==> config.mk <==
export PLATFORM = sky130hd
export DESIGN_NAME = bid_top
export DESIGN_NICKNAME = d
export VERILOG_FILES = /design/src/rtl/bid_pkg.sv /design/src/rtl/bid_arith.sv /design/src/rtl/bid_edge.sv /design/src/rtl/bid_top.sv
export SDC_FILE = /design/constraint.sdc
export NUM_CORES = 1
export LEC_CHECK = 0
export BUFFER_PORTS_ARGS = -buffer_cell sky130_fd_sc_hd__buf_2
export CORE_MARGIN = 1
export CORE_UTILIZATION = 53
export DETAILED_ROUTE_END_ITERATION = 10
export PLACE_DENSITY_LB_ADDON = 0.15
export SYNTH_ARGS = -nofsm -noshare
export SYNTH_HDL_FRONTEND = slang
export SYNTH_SLANG_ARGS = --single-unit
==> constraint.sdc <==
create_clock -name sys_clk -period 4.38 [get_ports sys_clk]
set_clock_uncertainty 0.1 [all_clocks]
set_input_delay 0.438 -clock sys_clk [delete_from_list [all_inputs] [get_ports sys_clk]]
set_output_delay 0.438 -clock sys_clk [all_outputs]
set_load 0.02 [all_outputs]
==> src/rtl/bid_pkg.sv <==
// constants and types shared by the binary increment/decrement unit
package bid_pkg;
   // instruction function codes
   localparam logic [9:0] FC_INC16 = 10'd590;
   localparam logic [9:0] FC_INC32 = 10'd591;
   localparam logic [9:0] FC_DEC16 = 10'd592;
   localparam logic [9:0] FC_DEC32 = 10'd593;

   // apb register byte offsets
   localparam logic [11:0] OFS_CTRL = 12'h000;
   localparam logic [11:0] OFS_STATUS = 12'h004;
   localparam logic [11:0] OFS_INT_STAT = 12'h008;
   localparam logic [11:0] OFS_INT_MASK = 12'h00C;
   localparam logic [11:0] OFS_LAST_RES = 12'h010;
   localparam logic [11:0] OFS_OP_COUNT = 12'h014;

   // control register fields
   localparam int CTRL_EN_BIT = 0;
   localparam logic CTRL_EN_RESET = 1'b1;

   // status register fields
   localparam int ST_ERR_BIT = 0;
   localparam int ST_ZERO_BIT = 1;
   localparam int ST_ROLL_BIT = 2;
   localparam int ST_NEG_BIT = 3;
   localparam int ST_BUSY_BIT = 4;

   // interrupt status and mask fields
   localparam int EV_W = 4;
   localparam int EV_DONE_BIT = 0;
   localparam int EV_ZERO_BIT = 1;
   localparam int EV_ROLL_BIT = 2;
   localparam int EV_REFUSE_BIT = 3;
   localparam logic [EV_W-1:0] INT_MASK_RESET = 4'h0;

   // operand geometry
   localparam int WORD_W = 16;
   localparam int DWORD_W = 32;
   localparam int DIGIT_W = 4;
   localparam int NEG_BIT = 15;

   typedef enum {
      S_IDLE,
      S_RD_LO,
      S_RD_HI,
      S_CALC,
      S_EXEC,
      S_WR_LO,
      S_WR_HI,
      S_DONE
   } bid_state_t;
endpackage

==> src/rtl/bid_arith.sv <==
// combinational plus/minus one with per-digit roll detection
`timescale 1ns/1ns
module bid_arith
(
   input wire logic [31:0] operand, // upper word in 31:16, addressed word in 15:0
   input wire logic is_dec, // 1 subtracts one, 0 adds one
   input wire logic is_wide, // 1 works on all 32 bits
   output logic [31:0] result, // wrapped result, upper half zero for 16-bit
   output logic zero, // result is all zeros
   output logic roll, // some hex digit rolled over
   output logic neg // bit 15 of the result's upper word for 32-bit, bit 15 of the result for 16-bit
);
   localparam int NDIG = bid_pkg::DWORD_W / bid_pkg::DIGIT_W;
   localparam int NDIG16 = bid_pkg::WORD_W / bid_pkg::DIGIT_W;

   logic [31:0] src;
   logic [31:0] sum;
   logic [NDIG-1:0] dig_roll;

   always_comb
   begin
      src = is_wide ? operand : {16'h0000, operand[15:0]};
      // wraps modulo the width, no saturation
      sum = is_dec ? src - 32'h0000_0001 : src + 32'h0000_0001;
      result = is_wide ? sum : {16'h0000, sum[15:0]};
   end

   genvar g;
   generate
      for (g = 0; g < NDIG; g++)
      begin : g_digit
         localparam int LO = g * bid_pkg::DIGIT_W;
         localparam logic IN16 = (g < NDIG16);
         always_comb
         begin
            if (!is_wide && !IN16)
            begin
               dig_roll[g] = 1'b0;
            end
            else if (is_dec)
            begin
               dig_roll[g] = (src[LO+:4] == 4'h0) && (result[LO+:4] == 4'hF);
            end
            else
            begin
               dig_roll[g] = (src[LO+:4] == 4'hF) && (result[LO+:4] == 4'h0);
            end
         end
      end
   endgenerate

   always_comb
   begin
      zero = (result == 32'h0000_0000);
      roll = |dig_roll;
      // the sign sits in the upper word for the 32-bit forms
      neg = is_wide ? result[bid_pkg::NEG_BIT+16] : result[bid_pkg::NEG_BIT];
   end
endmodule // bid_arith

==> src/rtl/bid_edge.sv <==
// remembers the execution condition of each instruction slot to find off-to-on edges
`timescale 1ns/1ns
module bid_edge
#(
   parameter int SLOTS = 16, // instruction instances tracked
   parameter int SLOT_W = 4 // width of the slot index
)
(
   input wire logic sys_clk, // system clock
   input wire logic rst_b, // synchronous reset, active low
   input wire logic sample, // one-cycle pulse: this slot is scanned now
   input wire logic [SLOT_W-1:0] slot, // slot being scanned
   input wire logic cond, // its execution condition
   output logic rise // cond on now, off at the previous scan of this slot
);
   logic [SLOTS-1:0] prev_q;
   logic [SLOTS-1:0] prev_d;

   always_comb
   begin
      rise = cond && !prev_q[slot];
   end

   genvar g;
   generate
      for (g = 0; g < SLOTS; g++)
      begin : g_slot
         always_comb
         begin
            prev_d[g] = (sample && (slot == SLOT_W'(g))) ? cond : prev_q[g];
         end
      end
   endgenerate

   // a slot never scanned counts as off, so a first scan with the condition on is an edge
   always_ff @(posedge sys_clk)
   begin
      if (!rst_b)
      begin
         prev_q <= '0;
      end
      else
      begin
         prev_q <= prev_d;
      end
   end
endmodule // bid_edge

==> src/rtl/bid_top.sv <==
// binary increment/decrement datapath with operand memory port and apb registers
`timescale 1ns/1ns

// Notes on behaviour
// - codes 590 and 591 add one to a word and a word pair.
// - codes 592 and 593 subtract one from a word and a word pair.
// - 32-bit add: next word is upper half, addressed word lower half.
// - 32-bit subtract uses the same upper and lower word pairing.
// - zero flag set when the whole result is zero, else cleared.
// - increment sets roll flag when any hex digit goes F to 0.
// - decrement sets roll flag when any hex digit goes 0 to F.
// - negative flag follows bit 15 of the result's upper word for a word pair, of the word itself for a single word.
// - level add form adds one on every scan while condition is on.
// - level subtract form subtracts one every scan while condition is on.
// - edge add form acts only when condition went from off to on.
// - edge subtract form acts only when condition went from off to on.
module bid_top
#(
   parameter int SLOTS = 16, // instruction instances with edge memory
   parameter int SLOT_W = 4, // slot index width
   parameter int ADDR_W = 16 // operand memory word address width
)
(
   input wire logic sys_clk, // system clock, 100 MHz
   input wire logic rst_b, // synchronous reset, active low
   // instruction sequencer
   input wire logic req_valid, // one scan of an instruction is offered
   output logic req_ready, // block idle, request taken when valid
   input wire logic [9:0] req_func, // function code
   input wire logic req_up_diff, // edge form of the instruction
   input wire logic req_cond, // execution condition
   input wire logic [SLOT_W-1:0] req_slot, // instruction instance
   input wire logic [ADDR_W-1:0] req_addr, // address of the target word
   output logic exec_done, // one-cycle pulse, request finished
   output logic exec_ran, // with exec_done: operand was changed
   output logic error_flag, // condition flag, error
   output logic zero_result_flag, // condition flag, equals
   output logic digit_roll_flag, // condition flag, carry
   output logic negative_flag, // condition flag, negative
   // operand word memory, read data one cycle after mem_rd
   output logic mem_rd, // read strobe
   output logic mem_wr, // write strobe
   output logic [ADDR_W-1:0] mem_addr, // word address
   output logic [15:0] mem_wdata, // write data
   input wire logic [15:0] mem_rdata, // read data
   // apb slave
   input wire logic psel, // select
   input wire logic penable, // access phase
   input wire logic pwrite, // write
   input wire logic [11:0] paddr, // byte address
   input wire logic [31:0] pwdata, // write data
   output logic [31:0] prdata, // read data
   output logic pready, // transfer complete
   output logic pslverr, // unmapped address
   output logic irq // level, unmasked event pending
);
   bid_pkg::bid_state_t state_q;
   bid_pkg::bid_state_t state_d;
   logic [9:0] func_q, func_d;
   logic [ADDR_W-1:0] addr_q, addr_d;
   logic [31:0] opnd_q, opnd_d;
   logic [31:0] res_q, res_d;
   logic ready_q, ready_d;
   logic done_q, done_d;
   logic ran_q, ran_d;
   logic err_q, err_d;
   logic zero_q, zero_d;
   logic roll_q, roll_d;
   logic neg_q, neg_d;
   logic mrd_q, mrd_d;
   logic mwr_q, mwr_d;
   logic [ADDR_W-1:0] maddr_q, maddr_d;
   logic [15:0] mwdata_q, mwdata_d;
   logic [bid_pkg::EV_W-1:0] ev;

   logic en_q, en_d;
   logic [bid_pkg::EV_W-1:0] istat_q, istat_d;
   logic [bid_pkg::EV_W-1:0] imask_q, imask_d;
   logic [31:0] count_q, count_d;
   logic [31:0] prdata_q, prdata_d;
   logic pready_q, pready_d;
   logic pslverr_q, pslverr_d;
   logic irq_q, irq_d;

   logic take;
   logic rise;
   logic legal;
   logic is_dec;
   logic is_wide;
   logic [31:0] a_res;
   logic a_zero, a_roll, a_neg;

   assign take = req_valid && ready_q;

   bid_edge #(
      .SLOTS(SLOTS),
      .SLOT_W(SLOT_W)
   ) u_edge (
      .sys_clk(sys_clk),
      .rst_b(rst_b),
      .sample(take),
      .slot(req_slot),
      .cond(req_cond),
      .rise(rise)
   );

   always_comb
   begin
      is_dec = (func_q == bid_pkg::FC_DEC16) || (func_q == bid_pkg::FC_DEC32);
      is_wide = (func_q == bid_pkg::FC_INC32) || (func_q == bid_pkg::FC_DEC32);
      legal = (req_func == bid_pkg::FC_INC16) || (req_func == bid_pkg::FC_INC32) ||
              (req_func == bid_pkg::FC_DEC16) || (req_func == bid_pkg::FC_DEC32);
   end

   bid_arith u_arith (
      .operand(opnd_q),
      .is_dec(is_dec),
      .is_wide(is_wide),
      .result(a_res),
      .zero(a_zero),
      .roll(a_roll),
      .neg(a_neg)
   );

   // sequencer side: read operand, compute, write back, report
   always_comb
   begin
      state_d = state_q;
      func_d = func_q;
      addr_d = addr_q;
      opnd_d = opnd_q;
      res_d = res_q;
      ran_d = ran_q;
      err_d = err_q;
      zero_d = zero_q;
      roll_d = roll_q;
      neg_d = neg_q;
      mrd_d = 1'b0;
      mwr_d = 1'b0;
      maddr_d = maddr_q;
      mwdata_d = mwdata_q;
      ev = '0;
      case (state_q)
         bid_pkg::S_IDLE:
         begin
            if (take)
            begin
               func_d = req_func;
               addr_d = req_addr;
               // a scan that does not execute leaves operand and flags untouched
               if (en_q && legal && (req_up_diff ? rise : req_cond))
               begin
                  state_d = bid_pkg::S_RD_LO;
                  mrd_d = 1'b1;
                  maddr_d = req_addr;
                  ran_d = 1'b1;
               end
               else
               begin
                  state_d = bid_pkg::S_DONE;
                  ran_d = 1'b0;
                  ev[bid_pkg::EV_REFUSE_BIT] = !en_q || !legal;
               end
            end
         end
         bid_pkg::S_RD_LO:
         begin
            if (is_wide)
            begin
               state_d = bid_pkg::S_RD_HI;
               mrd_d = 1'b1;
               maddr_d = ADDR_W'(addr_q + 1'b1);
            end
            else
            begin
               state_d = bid_pkg::S_CALC;
            end
         end
         bid_pkg::S_RD_HI:
         begin
            opnd_d[15:0] = mem_rdata;
            state_d = bid_pkg::S_CALC;
         end
         bid_pkg::S_CALC:
         begin
            if (is_wide)
            begin
               opnd_d[31:16] = mem_rdata;
            end
            else
            begin
               opnd_d = {16'h0000, mem_rdata};
            end
            state_d = bid_pkg::S_EXEC;
         end
         bid_pkg::S_EXEC:
         begin
            res_d = a_res;
            err_d = 1'b0;
            zero_d = a_zero;
            roll_d = a_roll;
            neg_d = a_neg;
            ev[bid_pkg::EV_ZERO_BIT] = a_zero;
            ev[bid_pkg::EV_ROLL_BIT] = a_roll;
            state_d = bid_pkg::S_WR_LO;
            mwr_d = 1'b1;
            maddr_d = addr_q;
            mwdata_d = a_res[15:0];
         end
         bid_pkg::S_WR_LO:
         begin
            if (is_wide)
            begin
               state_d = bid_pkg::S_WR_HI;
               mwr_d = 1'b1;
               maddr_d = ADDR_W'(addr_q + 1'b1);
               mwdata_d = res_q[31:16];
            end
            else
            begin
               state_d = bid_pkg::S_DONE;
            end
         end
         bid_pkg::S_WR_HI:
         begin
            state_d = bid_pkg::S_DONE;
         end
         bid_pkg::S_DONE:
         begin
            ev[bid_pkg::EV_DONE_BIT] = ran_q;
            state_d = bid_pkg::S_IDLE;
         end
         default:
         begin
            state_d = bid_pkg::S_IDLE;
         end
      endcase
      ready_d = (state_d == bid_pkg::S_IDLE);
      done_d = (state_d == bid_pkg::S_DONE);
   end

   always_ff @(posedge sys_clk)
   begin
      if (!rst_b)
      begin
         state_q <= bid_pkg::S_IDLE;
         func_q <= '0;
         addr_q <= '0;
         opnd_q <= 32'h0000_0000;
         res_q <= 32'h0000_0000;
         ready_q <= 1'b0;
         done_q <= 1'b0;
         ran_q <= 1'b0;
         err_q <= 1'b0;
         zero_q <= 1'b0;
         roll_q <= 1'b0;
         neg_q <= 1'b0;
         mrd_q <= 1'b0;
         mwr_q <= 1'b0;
         maddr_q <= '0;
         mwdata_q <= 16'h0000;
      end
      else
      begin
         state_q <= state_d;
         func_q <= func_d;
         addr_q <= addr_d;
         opnd_q <= opnd_d;
         res_q <= res_d;
         ready_q <= ready_d;
         done_q <= done_d;
         ran_q <= ran_d;
         err_q <= err_d;
         zero_q <= zero_d;
         roll_q <= roll_d;
         neg_q <= neg_d;
         mrd_q <= mrd_d;
         mwr_q <= mwr_d;
         maddr_q <= maddr_d;
         mwdata_q <= mwdata_d;
      end
   end

   // apb registers; pready comes one cycle after setup, so every access has no wait state
   always_comb
   begin
      en_d = en_q;
      imask_d = imask_q;
      count_d = count_q;
      prdata_d = prdata_q;
      pslverr_d = 1'b0;
      pready_d = psel && !penable && !pready_q;
      // hardware set wins over a same-cycle write-one-to-clear
      istat_d = istat_q | ev;
      if (ev[bid_pkg::EV_DONE_BIT])
      begin
         count_d = count_q + 32'h0000_0001;
      end
      if (psel && !penable)
      begin
         prdata_d = 32'h0000_0000;
         case (paddr)
            bid_pkg::OFS_CTRL: prdata_d[bid_pkg::CTRL_EN_BIT] = en_q;
            bid_pkg::OFS_STATUS:
            begin
               prdata_d[bid_pkg::ST_ERR_BIT] = err_q;
               prdata_d[bid_pkg::ST_ZERO_BIT] = zero_q;
               prdata_d[bid_pkg::ST_ROLL_BIT] = roll_q;
               prdata_d[bid_pkg::ST_NEG_BIT] = neg_q;
               prdata_d[bid_pkg::ST_BUSY_BIT] = !ready_q;
            end
            bid_pkg::OFS_INT_STAT: prdata_d[bid_pkg::EV_W-1:0] = istat_q;
            bid_pkg::OFS_INT_MASK: prdata_d[bid_pkg::EV_W-1:0] = imask_q;
            bid_pkg::OFS_LAST_RES: prdata_d = res_q;
            bid_pkg::OFS_OP_COUNT: prdata_d = count_q;
            default: pslverr_d = 1'b1;
         endcase
      end
      else if (psel && penable && pready_q)
      begin
         pslverr_d = pslverr_q;
         if (pwrite)
         begin
            case (paddr)
               bid_pkg::OFS_CTRL: en_d = pwdata[bid_pkg::CTRL_EN_BIT];
               bid_pkg::OFS_INT_STAT: istat_d = (istat_q & ~pwdata[bid_pkg::EV_W-1:0]) | ev;
               bid_pkg::OFS_INT_MASK: imask_d = pwdata[bid_pkg::EV_W-1:0];
               default: en_d = en_q;
            endcase
         end
      end
      irq_d = |(istat_d & imask_d);
   end

   always_ff @(posedge sys_clk)
   begin
      if (!rst_b)
      begin
         en_q <= bid_pkg::CTRL_EN_RESET;
         istat_q <= '0;
         imask_q <= bid_pkg::INT_MASK_RESET;
         count_q <= 32'h0000_0000;
         prdata_q <= 32'h0000_0000;
         pready_q <= 1'b0;
         pslverr_q <= 1'b0;
         irq_q <= 1'b0;
      end
      else
      begin
         en_q <= en_d;
         istat_q <= istat_d;
         imask_q <= imask_d;
         count_q <= count_d;
         prdata_q <= prdata_d;
         pready_q <= pready_d;
         pslverr_q <= pslverr_d;
         irq_q <= irq_d;
      end
   end

   assign req_ready = ready_q;
   assign exec_done = done_q;
   assign exec_ran = ran_q;
   assign error_flag = err_q;
   assign zero_result_flag = zero_q;
   assign digit_roll_flag = roll_q;
   assign negative_flag = neg_q;
   assign mem_rd = mrd_q;
   assign mem_wr = mwr_q;
   assign mem_addr = maddr_q;
   assign mem_wdata = mwdata_q;
   assign prdata = prdata_q;
   assign pready = pready_q;
   assign pslverr = pslverr_q;
   assign irq = irq_q;
endmodule // bid_top

==> flow_summary_export.csv <==
group,metric,value,unit
placement,routabilityCongestion,0.965,
floorplan,core-area,0.0253,mm^2
logic_synthesis,synth_edf_count,0,
floorplan,num_rows,58,
floorplan,die-height,163,um
global_route,antenna_found_initial,3,
logic_synthesis,ys_seq_area_share,36.9,%
global_route,grt.total_usage,30.0,%
critical_path,path_buf_inv,2,
status,status,"finished clean",
critical_path,cp-start-kind,"register",
timing,setup_tns,0,ps
critical_path,crit_arrival,4550,ps
detailed_routing,wire_per_inst,18.5,um
critical_path,r2r-end,"digit_roll_flag",
cts,htree_levels,1,
flow_run,max_cap_viol_count,0,
finish,area_growth,16.8,%
cts,cts_buffer_depth,3,
finish,fillers,2227,
logic_synthesis,ys_types,95,
worst_hold_path,hold_end,"opnd_q[4]",
power,ir_drop,0.345,mV
timing,setup_violations,0,
global_route,grt_overflow,0,
critical_path,slowest_stage,"or4b_1",
logic_synthesis,ys_ff_latch,254,
timing,period_share,94.8,%
cts,ctsRootBufferMaster,"clkbuf_16",
floorplan,die_area,0.0267,mm^2
critical_path,rr_worst_depth,16,
timing,fin_hold_ws,52.8,ps
logic_synthesis,syn_avg_cell_area,8.26,um^2
critical_path,criticalPathCategory,"reg2reg",
detailed_routing,wl,40.1,mm
cts,cts_tree,"yes",
placement,dp_hpwl,28.9,mm
cts,clk_pin_slew,60,ps
worst_hold_path,holdCritPathClass,"in2reg",
global_route,grt_first_pass_wirelength,63.9,mm
logic_synthesis,async_reset_ff_share,0,%
global_route,grt_pass1_vias,12173,
logic_synthesis,netlist_instances,1670,
critical_path,cp_slowest_stage_delay,610,ps
logic_synthesis,ys_dominant_reg_cell,"dfxtp_1",
detailed_routing,viasPerCell,6.00,
cts,clk_latency,550,ps
timing,max_freq,241,MHz
detailed_routing,drc,0,
critical_path,worstPathMaxFanout,6,
logic_synthesis,yosysWarnings,0,
critical_path,r2r_start,"func_q[1]",
worst_hold_path,min_path_cells,3,
timing,relSlewSlack,28.0,%
timing,finalWorstPathRequiredPeriod,4150,ps
power,power.leakage,6.08,nW
detailed_routing,drt_pass1_iterations,6,
global_route,grt_max_degree,124,
timing,hold_viol_final,0,
critical_path,crit_family,"compound AO/OA/AOI/OAI gates",
cts,cts.sinks,254,
floorplan,initial_utilization,54.5,%
finish,final_layout_size_suffix_gt1_share,16.7,%
placement,port_buffers,144,
worst_hold_path,holdCritStartpoint,"mem_rdata[4]",
finish,nNetsFinal,1927,
detailed_routing,drtIter0Drc,1027,
finish,layout_common_cells,"dfxtp_1 (254), nand2_1 (204), buf_2 (143)",
logic_synthesis,syn-cell-area,0.0138,mm^2
detailed_routing,num_vias,12999,
power,p_per_area,312,mW/mm^2
critical_path,critPathCaptureType,"register",
critical_path,regToRegSetupSlack,230,ps
floorplan,num_io_pins,174,
finish,layout_commonest_cell,"dfxtp_1",
timing,rsz0062_at_grt,"no",
critical_path,crit_chain,"or4b_1, a21oi_4, and2_1, ha_1, buf_4, a311oi_1, nor2_1, a21oi_1, o21ai_1, a21oi_1, o311ai_1, buf_4, nor4_1, o32ai_2, a21oi_2, o21a_1",
timing,slew_viol_final,0,
cts,cts-buffers-inserted,27,
critical_path,critPathRequiredTime,4770,ps
detailed_routing,antenna_left,0,
floorplan,die_w,163,um
timing,worst_pin_slew,1080,ps
[state kept, by name, indices dropped and copies added, names as in the netlist, 10 cells and up]
name           cells
count_q           32
opnd_q            32
prdata            32
res_q             32
state_q           32
addr_q            16
mem_addr          16
mem_wdata         16
u_edge.prev_q     16
func_q            10
[logic make-up (layout without fill, tap and decap cells)]
group / after synthesis / after routing / synth area share [%]
simple gates: 753 / 753 / 28.8
compound gates: 381 / 381 / 19.4
flops: 254 / 254 / 36.9
buf+inv: 134 / 270 / 3.88
mux: 78 / 78 / 6.13
xor+xnor: 55 / 55 / 3.55
fa+ha+maj: 14 / 14 / 1.27
other cells: 1 / 31 / 0.0272
[per-stage QoR]
step | util, % | std cells | total power, mW | area [um^2] | worst slack [ps]
4_1_cts | 63.4 | 2165 | 5.07 | 16100 | 181
3_5_place_dp | 59.6 | 2116 | 2.62 | 15100 | 228
6_report | 63.6 | 2166 | 5.03 | 16100 | 227
2_1_floorplan | - | 1699 | 2.53 | 13900 | 6.81
3_3_place_gp | 59.6 | 2116 | 2.62 | 15100 | 278
5_1_grt | 63.6 | 2165 | 5.19 | 16100 | 10.2
[worst min-delay path, stage by stage]
cell and delay (ps):
buf_2 90, a21oi_1 50, nor2b_1 90
[cells in the mapped netlist (10+ instances only)]
cell type / count / area (um^2)
buf_2: 11 / 55.1
and3_1: 35 / 219
nor3_1: 34 / 170
and2_1: 44 / 275
dfxtp_1: 254 / 5080
a21boi_0: 64 / 480
a21oi_1: 70 / 350
a21o_1: 12 / 90.1
nor2b_1: 75 / 469
ha_1: 14 / 175
inv_1: 14 / 52.6
or3_1: 19 / 119
nor4_1: 31 / 194
a31oi_1: 17 / 106
nand2_1: 204 / 766
a221oi_1: 29 / 254
nor3b_1: 39 / 293
nor2_1: 116 / 435
mux2i_1: 71 / 711
xnor2_1: 47 / 412
clkbuf_1: 101 / 379
nand3_1: 65 / 325
nand4_1: 28 / 175
nand2b_1: 10 / 62.6
or4_1: 11 / 82.6
o21ai_0: 62 / 310
[final cells by class]
type / count / area (um^2) / share of cell area (%)
diodes: 1 / 2.50 / 0.0155
flip-flops and latches: 254 / 5080 / 31.5
inverters: 15 / 60.1 / 0.373
clock buffers: 36 / 749 / 4.65
clock inverters: 13 / 209 / 1.30
well taps: 330 / 413 / 2.56
multi-input cells: 1311 / 8400 / 52.1
repair buffers: 206 / 1200 / 7.45
[where the power goes]
| group | total [mW] | internal, mW | leakage, nW | switching (mW) |
|---|---|---|---|---|
| Sequential | 2.36 | 2.34 | 2.06 | 0.0144 |
| Combinational | 0.211 | 0.0855 | 3.55 | 0.126 |
| Clock | 2.46 | 1.50 | 0.476 | 0.955 |
| Total | 5.03 | 3.93 | 6.08 | 1.10 |
[routing by layer]
layer	wire [um]	GRT usage [%]
met1	17400	39.3
met2	18900	49.3
met3	2850	5.59
met4	965	9.86
met5	29	0
[worst max path at each step]
stage | start | end | slack [ps] | depth (start not counted)
finish | func_q[1] | digit_roll_flag | 230 | 16
global route | func_q[1] | digit_roll_flag | 10 | 16
CTS | func_q[3] | digit_roll_flag | 180 | 15
detailed placement | func_q[3] | digit_roll_flag | 230 | 15
global placement | func_q[3] | istat_q[2] | 280 | 15
floorplan | func_q[1] | digit_roll_flag | 7 | 19
[repair_timing]
item / 4_1_cts / 5_1_grt
gates resized for setup: 0 / 10
hold buffers: 0 / 0
setup buffers: 0 / 0
setup endpoints to repair: 0 / 4
(Power assumes the default switching activity.)
